--- config.mk ---
export PLATFORM = sky130hd
export DESIGN_NAME = adcms_sequencer
export DESIGN_NICKNAME = d
export VERILOG_FILES = /design/src/adcms_seq_step.v /design/src/adcms_sequencer.v
export VERILOG_INCLUDE_DIRS = /design/src
export SDC_FILE = /design/constraint.sdc
export NUM_CORES = 1
export LEC_CHECK = 0
export ABC_CLOCK_PERIOD_IN_PS = 5900
export BUFFER_PORTS_ARGS = -buffer_cell sky130_fd_sc_hd__buf_4
export CORE_MARGIN = 2
export CORE_UTILIZATION = 39
export CTS_CLUSTER_DIAMETER = 120
export DETAILED_ROUTE_END_ITERATION = 6
export PLACE_DENSITY = 0.58
export SYNTH_ARGS = -nofsm -noshare
export SYNTH_HDL_FRONTEND = slang
export SYNTH_SLANG_ARGS = --single-unit
export TNS_END_PERCENT = 20
--- constraint.sdc ---
create_clock -name clk -period 5.9 [get_ports clk]
set_input_delay 0.295 -clock clk [delete_from_list [all_inputs] [get_ports clk]]
set_output_delay 0.295 -clock clk [all_outputs]
set_load 0.01 [all_outputs]
--- src/adcms_defs.vh ---
`ifndef ADCMS_DEFS_VH
`define ADCMS_DEFS_VH
// ---------------------------------------------------------------
// Operating modes
// ---------------------------------------------------------------
`define ADCMS_MODE_ONESHOT 3'h0
`define ADCMS_MODE_REPEAT 3'h1
`define ADCMS_MODE_SWEEP 3'h2
`define ADCMS_MODE_RSWEEP0 3'h3
`define ADCMS_MODE_RSWEEP1 3'h4
// ---------------------------------------------------------------
// Extended input select codes
// ---------------------------------------------------------------
`define ADCMS_EXT_NONE 2'h0
`define ADCMS_EXT_IN0 2'h1
`define ADCMS_EXT_IN1 2'h2
// ---------------------------------------------------------------
// Result slots and widths
// ---------------------------------------------------------------
`define ADCMS_SLOT_ZERO 3'h0
`define ADCMS_SLOT_ONE 3'h1
`define ADCMS_RES_W 10
`define ADCMS_RES_RESET 10'h000
// ---------------------------------------------------------------
// Conversion timing, per pin, in converter clock cycles
// ---------------------------------------------------------------
`define ADCMS_CONV_CYCLES_8 8'h31
`define ADCMS_CONV_CYCLES_10 8'h3b
`endif

--- src/adcms_seq_step.v ---
`timescale 1ns/1ps
`default_nettype none
`include "adcms_defs.vh"
// ---------------------------------------------------------------
// Next channel of a sweep, and end-of-pass flag
// ---------------------------------------------------------------
module adcms_seq_step (
   input wire [2:0] mode,
   input wire [1:0] sweep_width_select,
   input wire [2:0] channel,
   input wire [2:0] other_ptr,
   input wire prio_phase,
   output reg [2:0] next_channel,
   output reg [2:0] next_other_ptr,
   output reg next_prio_phase,
   output reg pass_done
);
   wire [2:0] last_pin = {sweep_width_select, 1'b1};
   wire [2:0] prio_last = {1'b0, sweep_width_select};

   always @*
   begin
      next_channel = channel;
      next_other_ptr = other_ptr;
      next_prio_phase = prio_phase;
      pass_done = 1'b0;
      if (mode == `ADCMS_MODE_RSWEEP1)
      begin
         // Priority pins, then one other pin, then again
         if (prio_phase)
         begin
            next_channel = 3'h0;
            next_prio_phase = 1'b0;
         end
         else if (channel == prio_last)
         begin
            next_channel = other_ptr;
            next_prio_phase = 1'b1;
            if (other_ptr == 3'h7)
               next_other_ptr = prio_last + 3'h1;
            else
               next_other_ptr = other_ptr + 3'h1;
         end
         else
            next_channel = channel + 3'h1;
      end
      else if (channel == last_pin)
      begin
         next_channel = 3'h0;
         pass_done = 1'b1;
      end
      else
         next_channel = channel + 3'h1;
   end
endmodule // adcms_seq_step
`default_nettype wire

--- src/adcms_sequencer.v ---
`timescale 1ns/1ps
`default_nettype none
`include "adcms_defs.vh"
module adcms_sequencer (
   input wire clk,
   input wire reset,
   input wire [2:0] mode,
   input wire [2:0] channel_select,
   input wire [1:0] extended_input_select,
   input wire [1:0] port_group_select,
   input wire [1:0] sweep_width_select,
   input wire trigger_source_select,
   input wire trigger_kind_select,
   input wire dma_mode_enable,
   input wire resolution_select,
   input wire start_write,
   input wire start_write_value,
   input wire ext_trigger_in,
   input wire motor_timer_b2_event,
   input wire [9:0] sample_code,
   output reg conversion_start_flag,
   output reg busy,
   output reg sample_strobe,
   output reg [1:0] active_group,
   output reg [2:0] active_channel,
   output reg [1:0] active_ext,
   output reg irq,
   output reg [79:0] result_bus,
   output reg [7:0] result_valid
);
   // ------------------------------------------------------------
   // States
   // ------------------------------------------------------------
   localparam ST_IDLE = 3'b001;
   localparam ST_WAIT = 3'b010;
   localparam ST_CONV = 3'b100;

   reg [2:0] state;
   reg [7:0] cycle_cnt;
   reg [2:0] other_ptr;
   reg prio_phase;
   reg trig_meta;
   reg trig_sync;
   reg trig_prev;
   reg tmr_meta;
   reg tmr_sync;
   wire [2:0] step_channel;
   wire [2:0] step_other;
   wire step_prio;
   wire step_pass_done;

   // ------------------------------------------------------------
   // Decoders
   // ------------------------------------------------------------
   function is_sweep_mode;
      input [2:0] m;
      begin
         case (m)
            `ADCMS_MODE_SWEEP,
            `ADCMS_MODE_RSWEEP0,
            `ADCMS_MODE_RSWEEP1:
               is_sweep_mode = 1'b1;
            default:
               is_sweep_mode = 1'b0;
         endcase
      end
   endfunction

   function [2:0] result_slot;
      input dma;
      input [1:0] ext;
      input [2:0] ch;
      begin
         if (dma)
            result_slot = `ADCMS_SLOT_ZERO;
         else if (ext == `ADCMS_EXT_IN0)
            result_slot = `ADCMS_SLOT_ZERO;
         else if (ext == `ADCMS_EXT_IN1)
            result_slot = `ADCMS_SLOT_ONE;
         else
            result_slot = ch;
      end
   endfunction

   function irq_wanted;
      input [2:0] m;
      input dma;
      input pass_end;
      begin
         case (m)
            `ADCMS_MODE_ONESHOT:
               irq_wanted = 1'b1;
            `ADCMS_MODE_SWEEP:
               irq_wanted = dma | pass_end;
            `ADCMS_MODE_REPEAT,
            `ADCMS_MODE_RSWEEP0,
            `ADCMS_MODE_RSWEEP1:
               irq_wanted = dma;
            default:
               irq_wanted = 1'b0;
         endcase
      end
   endfunction

   // ------------------------------------------------------------
   // Pin synchronisers
   // ------------------------------------------------------------
   always @(posedge clk or posedge reset)
   begin
      if (reset)
      begin
         // Idle level high, so no false edge
         trig_meta <= 1'b1;
         trig_sync <= 1'b1;
         trig_prev <= 1'b1;
         tmr_meta <= 1'b0;
         tmr_sync <= 1'b0;
      end
      else
      begin
         trig_meta <= ext_trigger_in;
         trig_sync <= trig_meta;
         trig_prev <= trig_sync;
         tmr_meta <= motor_timer_b2_event;
         tmr_sync <= tmr_meta;
      end
   end

   // ------------------------------------------------------------
   // Trigger qualification
   // ------------------------------------------------------------
   wire ext_fall = trig_prev & ~trig_sync;
   wire hw_trig = trigger_source_select & trigger_kind_select & tmr_sync;
   wire pin_trig = trigger_source_select & ~trigger_kind_select & ext_fall;
   wire any_trig = hw_trig | pin_trig;
   // Stop write wins over every state
   wire stop_req = start_write & ~start_write_value;
   wire start_req = start_write & start_write_value;
   wire soft_start = start_req & ~trigger_source_select;
   // Triggers ignored mid-conversion only in sweep mode 1
   wire retrigger = (state == ST_CONV) && any_trig && (mode != `ADCMS_MODE_RSWEEP1);

   // ------------------------------------------------------------
   // Conversion timing
   // ------------------------------------------------------------
   wire [7:0] conv_len = resolution_select ? `ADCMS_CONV_CYCLES_10 : `ADCMS_CONV_CYCLES_8;
   wire conv_end = (state == ST_CONV) && (cycle_cnt == conv_len - 8'h01);
   wire finish_once = (mode == `ADCMS_MODE_ONESHOT) ||
      ((mode == `ADCMS_MODE_SWEEP) && step_pass_done);

   // ------------------------------------------------------------
   // Input and result routing
   // ------------------------------------------------------------
   wire single_select = (mode == `ADCMS_MODE_ONESHOT) || (mode == `ADCMS_MODE_REPEAT);
   wire [2:0] slot = result_slot(dma_mode_enable, active_ext, active_channel);
   wire [9:0] coded = resolution_select ? sample_code : {2'b00, sample_code[9:2]};

   adcms_seq_step u_step (
      .mode(mode),
      .sweep_width_select(sweep_width_select),
      .channel(active_channel),
      .other_ptr(other_ptr),
      .prio_phase(prio_phase),
      .next_channel(step_channel),
      .next_other_ptr(step_other),
      .next_prio_phase(step_prio),
      .pass_done(step_pass_done)
   );

   // ------------------------------------------------------------
   // Sequencer
   // ------------------------------------------------------------
   always @(posedge clk or posedge reset)
   begin
      if (reset)
      begin
         state <= ST_IDLE;
         conversion_start_flag <= 1'b0;
         busy <= 1'b0;
         sample_strobe <= 1'b0;
         cycle_cnt <= 8'h00;
         active_group <= 2'b00;
         active_channel <= 3'h0;
         active_ext <= `ADCMS_EXT_NONE;
         other_ptr <= 3'h1;
         prio_phase <= 1'b0;
         irq <= 1'b0;
         result_bus <= {80{1'b0}};
         result_valid <= 8'h00;
      end
      else
      begin
         sample_strobe <= 1'b0;
         irq <= 1'b0;
         result_valid <= 8'h00;
         if (stop_req)
         begin
            conversion_start_flag <= 1'b0;
            busy <= 1'b0;
            state <= ST_IDLE;
         end
         else
         begin
            case (state)
               ST_IDLE:
               begin
                  if (start_req)
                  begin
                     conversion_start_flag <= 1'b1;
                     active_group <= port_group_select;
                     active_channel <= single_select ? channel_select : 3'h0;
                     active_ext <= single_select ? extended_input_select : `ADCMS_EXT_NONE;
                     // First pin after the priority group
                     other_ptr <= {1'b0, sweep_width_select} + 3'h1;
                     prio_phase <= 1'b0;
                     cycle_cnt <= 8'h00;
                     if (soft_start)
                     begin
                        state <= ST_CONV;
                        busy <= 1'b1;
                        sample_strobe <= 1'b1;
                     end
                     else
                        state <= ST_WAIT;
                  end
               end
               ST_WAIT:
               begin
                  if (any_trig)
                  begin
                     state <= ST_CONV;
                     busy <= 1'b1;
                     sample_strobe <= 1'b1;
                     cycle_cnt <= 8'h00;
                  end
               end
               ST_CONV:
               begin
                  if (retrigger)
                  begin
                     cycle_cnt <= 8'h00;
                     sample_strobe <= 1'b1;
                  end
                  else if (conv_end)
                  begin
                     result_bus[slot*10 +: 10] <= coded;
                     result_valid[slot] <= 1'b1;
                     cycle_cnt <= 8'h00;
                     irq <= irq_wanted(mode, dma_mode_enable, step_pass_done);
                     if (is_sweep_mode(mode))
                     begin
                        active_channel <= step_channel;
                        other_ptr <= step_other;
                        prio_phase <= step_prio;
                     end
                     if (finish_once)
                     begin
                        busy <= 1'b0;
                        if (!trigger_source_select)
                        begin
                           conversion_start_flag <= 1'b0;
                           state <= ST_IDLE;
                        end
                        else
                           state <= ST_WAIT;
                     end
                     else
                        sample_strobe <= 1'b1;
                  end
                  else
                     cycle_cnt <= cycle_cnt + 8'h01;
               end
               default:
                  state <= ST_IDLE;
            endcase
         end
      end
   end
endmodule // adcms_sequencer
`default_nettype wire

=== Yosys cells after proc, flatten, opt, wreduce, memory -nomap -nowiden ===
Index checks and enable logic that the tools add are counted.

* Bits in registers: 119
* Latch bits: 0
* Bits in writable memories: 0
* ROM bits: 0
* Input port bits: 32
* Output and inout bits: 99
* Logic and storage cells: 186
* Memories kept: 0

* Add/subtract/negate cells: 6
* Multipliers: 1
* Divide/modulo/power cells: 0
* $lt $le $gt $ge: 2
* Eq/ne operators: 29
* Shifts and indexed selects: 2
* Multiplexer cells: 89
* Bitwise logic cells: 16
* Reductions and logical operators: 23

{| class="wikitable"
|+ Operators with widths
! kind !! count
|-
| $mux 3 || 27
|-
| $bwmux 80 || 1
|-
| $shift 10x34->80 const A || 1
|-
| $shiftx 10x34->80 || 1
|-
| $mux 8 || 8
|-
| $mux 1 || 39
|-
| $neg 7->34 || 1
|-
| $ne 3x3->1 const B || 8
|-
| $pmux 8 s3 || 1
|-
| $reduce_and 7->1 || 2
|-
| $pmux 3 s2 || 2
|-
| $reduce_and 6->1 || 2
|-
| $mux 10 || 1
|-
| $ne 2x2->1 const B || 5
|-
| $eq 3x2->1 const B || 3
|-
| $eq 3x3->1 const B || 3
|-
| $pmux 1 s3 || 3
|-
| $pmux 3 s3 || 1
|-
| $reduce_and 9->1 || 1
|-
| $add 8x1->8 const B || 1
|-
| $and 1x1->1 || 8
|-
| $eq 8x8->1 || 1
|-
| $reduce_and 4->1 || 2
|-
| $sub 6x1->7 const B || 1
|-
| other kinds (26) || 45
|}

=== Depth between registers and ports, before layout ===
Gate-level depths: netlist of the first run.

* Depth after elaboration: 13
* Gate-level depth with buffers: 19
* Gate-level depth less buffers: 15

=== By module ===
From an unflattened synthesis of the first run, not the netlist that was laid out.

* Cell total of the unflattened synthesis: 759
* Area, all modules: 7424.6 um^2

{| class="wikitable"
|+ Modules (own cells, without submodules)
! module !! instances !! cells an instance !! area an instance (um^2) !! sequential area each (um^2)
|-
| adcms_sequencer || 1 || 722 || 7158.1 || 2984.1
|-
| adcms_seq_step || 1 || 37 || 266.5 || 0.0
|}

=== Worst setup path before layout of the first run ===
OpenSTA, ideal clock, no wires.

* Path type: register to register
* Start point: reg active_channel[0]
* End point: reg result_bus[52]
* Setup time: 0.125 ns
* Data arrival time: 4.263 ns
* Setup slack: 1.513 ns
* Stages on the path, launching flop included: 19
* Buffers on the path: 6
* Clock period less this slack: 4.387 ns
* Cell sequence: dfrtp_1 -> buf_2 -> nor2b_1 -> a21oi_1 -> buf_4 -> inv_1 -> clkbuf_1 -> ha_1 -> ha_1 -> inv_1 -> ha_1 -> buf_2 -> nor2_1 -> ha_1 -> clkbuf_1 -> clkbuf_1 -> nand3_1 -> a211oi_1 -> mux2_2

* Longest elaborated chain between the ends: 7
* Elaborated cells on any way between the ends: 8

{| class="wikitable"
|+ RTL lines
! what !! line !! text
|-
| from (decl) || adcms_sequencer.v:25 || <nowiki>output reg [2:0] active_channel,</nowiki>
|-
| from (signal assigned) || adcms_sequencer.v:211 || <nowiki>active_channel <= single_select ? channel_select : 3'h0;</nowiki>
|-
| from (signal assigned) || adcms_sequencer.v:252 || <nowiki>active_channel <= step_channel;</nowiki>
|-
| $mux 3 (*) || adcms_sequencer.v:78 || <nowiki>else if (ext == `ADCMS_EXT_IN1)</nowiki>
|-
| $mux 3 (*) || adcms_sequencer.v:76 || <nowiki>else if (ext == `ADCMS_EXT_IN0)</nowiki>
|-
| $mux 3 (*) || adcms_sequencer.v:74 || <nowiki>if (dma)</nowiki>
|-
| $mul 3x3->6 (*) || adcms_sequencer.v:246 || <nowiki>result_bus[slot*10 +: 10] <= coded;</nowiki>
|-
| $neg 7->34 (*) || adcms_sequencer.v:246 ||
|-
| $shiftx 10x34->80 or $shift 10x34->80 (tied branches) || adcms_sequencer.v:246 ||
|-
| $bwmux 80 (*) || adcms_sequencer.v:246 ||
|-
| to (signal assigned) || adcms_sequencer.v:188 || <nowiki>result_bus <= {80{1'b0}};</nowiki>
|-
| to (signal, indexed assignment) || adcms_sequencer.v:246 ||
|-
| to (decl) || adcms_sequencer.v:28 || <nowiki>output reg [79:0] result_bus,</nowiki>
|}

Every way passes the cells marked *; elsewhere a longest branch is shown, timed or not.
A chain may end at the register's enable or synchronous reset.

=== Final worst setup path of the first run ===
* Start point: reg active_channel[0]
* End point: reg result_bus[73]

The elaborated chain is that of the path after synthesis.

==> metrics, run 1 <==
status=finished with violations; failing checks=hold timing; clock skew=0.00916 ns; initial antenna violation count=0; placer congestion estimate=0.898; vias=6352; combinational power share=49.8%; root buffer cell=clkbuf_16; Critical Path Start Type=flop; Final Hold Viols=7; GR Overflow Total=0; drt drc=0; leading area contributor after synthesis=dfrtp_1; Flop pwr share=24.0%; async set or reset register ratio after synthesis=100%; min-delay worst type=input pin to async pin; mapped cell area=0.00716 mm2; power share of the clock group=26.2%; unique cell type count in the Yosys netlist=73; Ports=131; initial core utilization=39.9%; reg2reg start=active_channel[0]$_DFFE_PP0P_; Area Growth Syn to Fin=24.7%; Finished Layout Cells=1074; sw frac=46.8%; Post-Route WL=22900 um; Pint=2070 uW; mean post-synth cell area=10.1 um2; Core ar.=0.0180 mm2; static leakage=0.00408 uW; hpwl dp=17100 um; worst endpoint required time=6.20 ns; average wire per standard cell=21.3 um; Mapped Cells=708; Slew Viols, Final=0; Vias/cell=5.91; IO Port Bufs=130; Post-Syn Nets=754; top-area cell type share of the netlist area=39.8%; max incr delay on CP=0.85 ns; launch point of the worst path=active_channel[0]$_DFFE_PP0P_; Core Util, Final=49.7%; global-route usage over all layers=23.5%; CP Class=flop to flop; fill cell count=1727; Yosys warnings=0; Min Hold Slack=-0.00757 ns; slowest stage cell, crit path=ha_1; vias in the first global route=6214; TritonCTS clock tree=done; clk_lat worst skew=0.42 ns; Max Cap Viol=0; Rel. slew slack=4.50%; CTS Sinks=119; number of flops mapped to enable cells by yosys=0; clock-pin transition on the worst setup and hold timing paths=0.06 ns; first-pass GRT wire length=36000 um; DRT antenna net count=0; period utilisation layout=84.5%; ANT cells=0; CP Capture Type=flop; register area share after synthesis=41.7%; H-tree lvl count=4; starting DRC count in detailed routing=543; die area=0.0195 mm2; worst slew pin tran=1.42 ns; worst reg2reg path depth=13; Post-Place Cell Area=0.00833 mm2; worst vdd ir=0.277 mV; # resized after CTS=0; RSZ-0062 raised after global routing=false; Storage cell area=0.00298 mm2; WP buf/inv=2; Final Cell Area=0.00893 mm2; commonest non-fill, non-tap cells in the layout=buf_4, dfrtp_1, mux2_2; Rows=49; Top delay family on crit path=adder cells; DIE WIDTH=140 um; largest net degree at the start of global routing=67; hold_buf cts=2; most common flop cell mapped by yosys=dfrtp_1; DP Cell Count=1040; CP Cell Sequence=nor2b_1, a21oi_2, inv_1, ha_1, ha_1, inv_1, ha_1, nor2_1, ha_1, and2_0, o21ai_0, a2111oi_4, mux2_2; Max Fanout on Critical Path=25; share of layout cells above drive strength 1=34.0%; Die Y=140 um; multi-input combinational cell area=0.00394 mm2; top cells by area, synth=dfrtp_1, mux2_2, mux2i_1; setup repair bufs after CTS=0; min cycle time layout=4.98 ns; Sw Pwr=1830 uW; PwrDens=436 mW/mm2; WP data arrival=5.28 ns; Worst path depth=13; setup TNS=0 ns; commonest non-fill, non-tap cell in the layout=buf_4; final net count=878; CTS buffer count=17; Yosys reg bits=119; # setup viols final=0; Pre-antenna DRT Iters=5; cell mode on critical path=ha_1; CTS max path bufs=2; fmax=0.201 GHz
## cell type report
cell class | count | share of cell area (%)
multi-input cells | 532 | 44.1
clock inverters | 15 | 1.75
well taps | 229 | 3.21
clock buffers | 17 | 4.76
repair buffers | 140 | 11.8
flip-flops and latches | 119 | 33.4
inverters | 22 | 0.952
## final timing paths
| path | endpoint | slack [ns] |
|---|---|---|
| max in group asynchronous | result_bus[61]$_DFFE_PP0P_ | 4.61 |
| max | result_bus[73]$_DFFE_PP0P_ | 0.92 |
| min in group clk | active_group[0]$_DFFE_PP0P_ | 0.12 |
| min reg2reg | trig_sync$_DFF_PP1_ | 0.36 |
| min | result_bus[17]$_DFFE_PP0P_ | -0.008 |
| max reg2reg | result_bus[73]$_DFFE_PP0P_ | 0.92 |
## layer usage
| layer | track usage [%] | vias to the layer above | part of all wire (%) |
|---|---|---|---|
| li1 | - | 2904 | - |
| met1 | 35.4 | 3176 | 47 |
| met2 | 34.6 | 246 | 45 |
| met3 | 4.30 | 26 | 6.5 |
| met4 | 6.42 | 0 | 1.7 |
| met5 | 0 | - | 0 |
## cells by family after synthesis
group / Yosys count / share of synthesized area [%]
adders and majority gates: 14 / 2.45
xor gates and xnor gates: 7 / 1.12
AOI/OAI and AO/OA: 152 / 14.4
DFF: 119 / 41.7
muxes: 116 / 18.4
and+or+nand+nor: 243 / 18.6
buffers and inverters: 57 / 3.39
## flip-flops by register name, summed over array words and instances (netlist names), 2 cells and up
name            cells
cycle_cnt           8
result_valid        8
active_group        2
active_ext          2
result_bus         80
active_channel      3
state               3
other_ptr           3
## cell usage after synthesis, drive strengths merged, types with 20 or more instances
cell type	instances
nor3	27
nand3	42
inv	22
nand2	44
mux2	87
o21ai	42
mux2i	25
nor2	37
dfrtp	114
o22ai	20
a21oi	27
clkbuf	23
## per-stage QoR
step	power (uW)	worst slack, ns
final	3900	0.916
after global routing	4100	0.618
after global placement	2820	1.18
after CTS	3870	0.970
after detailed placement	2830	1.00
after floorplan	2270	1.51
## worst register-to-register path, stage by stage (launching register included)
cell       delay [ns]
dfrtp_1          0.60
nor2b_1          0.27
a21oi_2          0.09
inv_1            0.48
ha_1             0.26
ha_1             0.17
inv_1            0.05
ha_1             0.54
nor2_1           0.10
ha_1             0.85
and2_0           0.39
o21ai_0          0.26
a2111oi_4        0.44
mux2_2           0.39
## power groups by stage
stage	Sequential, uW	Combinational, uW	Clock, uW
finish	934	1940	1020
global route	945	2080	1080
CTS	934	1890	1040
detailed placement	946	1890	0
global placement	945	1870	0
floorplan	923	1350	0
Power figures use the tool's default switching activity.
==> run 2: changes to the inputs <==
- ABC_CLOCK_PERIOD_IN_PS: 5900 -> 4460
- PLACE_DENSITY: 0.58 -> 0.61
- clock period: 5.9 -> 4.46 ns (I/O delays scaled with it)
==> metrics, run 2 (synthesis results as in run 1) <==
DRT antenna net count=0; largest net degree at the start of global routing=56; H-tree lvl count=4; Core ar.=0.0180 mm2; drt drc=0; clk_lat worst skew=0.43 ns; hpwl dp=16100 um; vias=6362; CP Class=flop to flop; fill cell count=1688; status=completed; Slew Viols, Final=0; GR Overflow Total=0; worst vdd ir=0.427 mV; static leakage=0.00418 uW; Vias/cell=5.82; final net count=897; min-delay worst type=input pin to flop; Die Y=140 um; TritonCTS clock tree=done; Area Growth Syn to Fin=26.9%; Post-Route WL=21500 um; commonest non-fill, non-tap cell in the layout=buf_4; Final Cell Area=0.00909 mm2; period utilisation layout=91.4%; setup repair bufs after CTS=0; Max Fanout on Critical Path=10; worst slew pin tran=0.811 ns; largest registers=result_bus (80), cycle_cnt (8), result_valid (8); pre-CTS setup slack=0.342 ns; PwrDens=581 mW/mm2; fmax=0.245 GHz; WP data arrival=4.38 ns; vias in the first global route=6102; setup TNS=0 ns; CTS buffer count=17; placer congestion estimate=0.931; CP Capture Type=flop; Max Cap Viol=0; # setup viols final=0; CTS Sinks=119; starting DRC count in detailed routing=570; die area=0.0195 mm2; Post-Place Cell Area=0.00847 mm2; min cycle time layout=4.08 ns; Ports=131; worst endpoint required time=4.77 ns; initial core utilization=39.9%; Final Hold Viols=0; Biggest register=result_bus; share of layout cells above drive strength 1=35.4%; ANT cells=0; Rows=49; clock-pin transition on the worst setup and hold timing paths=0.06 ns; root buffer cell=clkbuf_16; DIE WIDTH=140 um; RSZ-0062 raised after global routing=false; clock skew=0.0104 ns; initial antenna violation count=0; first-pass GRT wire length=34100 um; average wire per standard cell=19.7 um; Critical Path Start Type=flop; CTS max path bufs=2; PnR worst setup slack=0.383 ns; IO Port Bufs=130; max FFs per register=80; commonest non-fill, non-tap cells in the layout=buf_4, dfrtp_1, mux2_2; Pre-antenna DRT Iters=5; Rel. slew slack=45.8%; global-route usage over all layers=22.3%
run 2: cell types whose count changed in the layout (fill, tap and decap cells not counted), sizes merged:
cell | previous run | this run
clkinvlp | 5 | 4
buf | 138 | 156
clkbuf | 17 | 18
inv | 23 | 25
dlygate4sd3 | 2 | 3
clkinv | 7 | 5
run 2: path summary, 6_finish.rpt:
kind,startpoint,endpoint,slack [ns],cells after the start
max,active_ext[1]$_DFFE_PP0P_,result_bus[9]$_DFFE_PP0P_,0.38,16
min,port_group_select[0],active_group[0]$_DFFE_PP0P_,0.03,2
max reg2reg,active_ext[1]$_DFFE_PP0P_,result_bus[9]$_DFFE_PP0P_,0.38,16
min reg2reg,trig_meta$_DFF_PP1_,trig_sync$_DFF_PP1_,0.36,0
max in group asynchronous,reset,result_bus[45]$_DFFE_PP0P_,3.27,4
min in group asynchronous,reset,cycle_cnt[2]$_DFFE_PP0P_,0.25,3
run 2: report_power, final:
part           internal [uW]  leakage (uW)  switching [uW]
combinational            912       0.00229            1780
sequential              1140       0.00161            75.5
clock                    839      0.000279             533
total                   2890       0.00418            2390
run 2: stage by stage:
stage / power (uW) / cells / util [%] / hold slack (ns)
5_1_grt: 5560 / 1093 / 50.6 / 0.0308
3_3_place_gp: 3850 / 1058 / 47.1 / 0.143
4_1_cts: 5250 / 1093 / 50.6 / 0.0123
3_5_place_dp: 3850 / 1058 / 47.1 / 0.141
2_1_floorplan: 3000 / 708 / - / 0.227
6_report: 5290 / 1093 / 50.6 / 0.0277
run 2: layout make-up:
cell class	instances	area, um2	share of cell area, %
multi-input combinational	532	3950	43.4
sequential	119	2980	32.8
timing repair buffer	159	1200	13.2
clock buffer	18	439	4.83
tap	229	287	3.15
clock inverter	14	149	1.64
inverter	22	85.1	0.936
run 2: worst max-delay path, cell delays in order, from the launching register on:
cell     delay, ns
dfrtp_1       0.45
nor2b_1       0.33
nor3_1        0.11
nand2_1       0.18
inv_1         0.10
ha_1          0.19
ha_1          0.35
nor2_1        0.25
nand2_1       0.12
nor2_1        0.11
ha_1          0.32
buf_4         0.22
nor2_1        0.11
nand4_1       0.16
nor4_1        0.33
o21ai_0       0.29
mux2_2        0.33
run 2: timing repair:
item,CTS,global route
gates resized for setup,0,1
endpoints found under the setup margin,0,5
hold buffers,3,0
endpoints found under the hold margin,12,0
run 2: routing by layer:
layer  vias up  global-route usage (%)  wire length [um]
met5         -                       0                 0
met4         0                    6.68               484
met3        43                    5.54              1640
met2       283                    34.4              9820
met1      3096                    31.3              9530
li1       2940                       -                 -
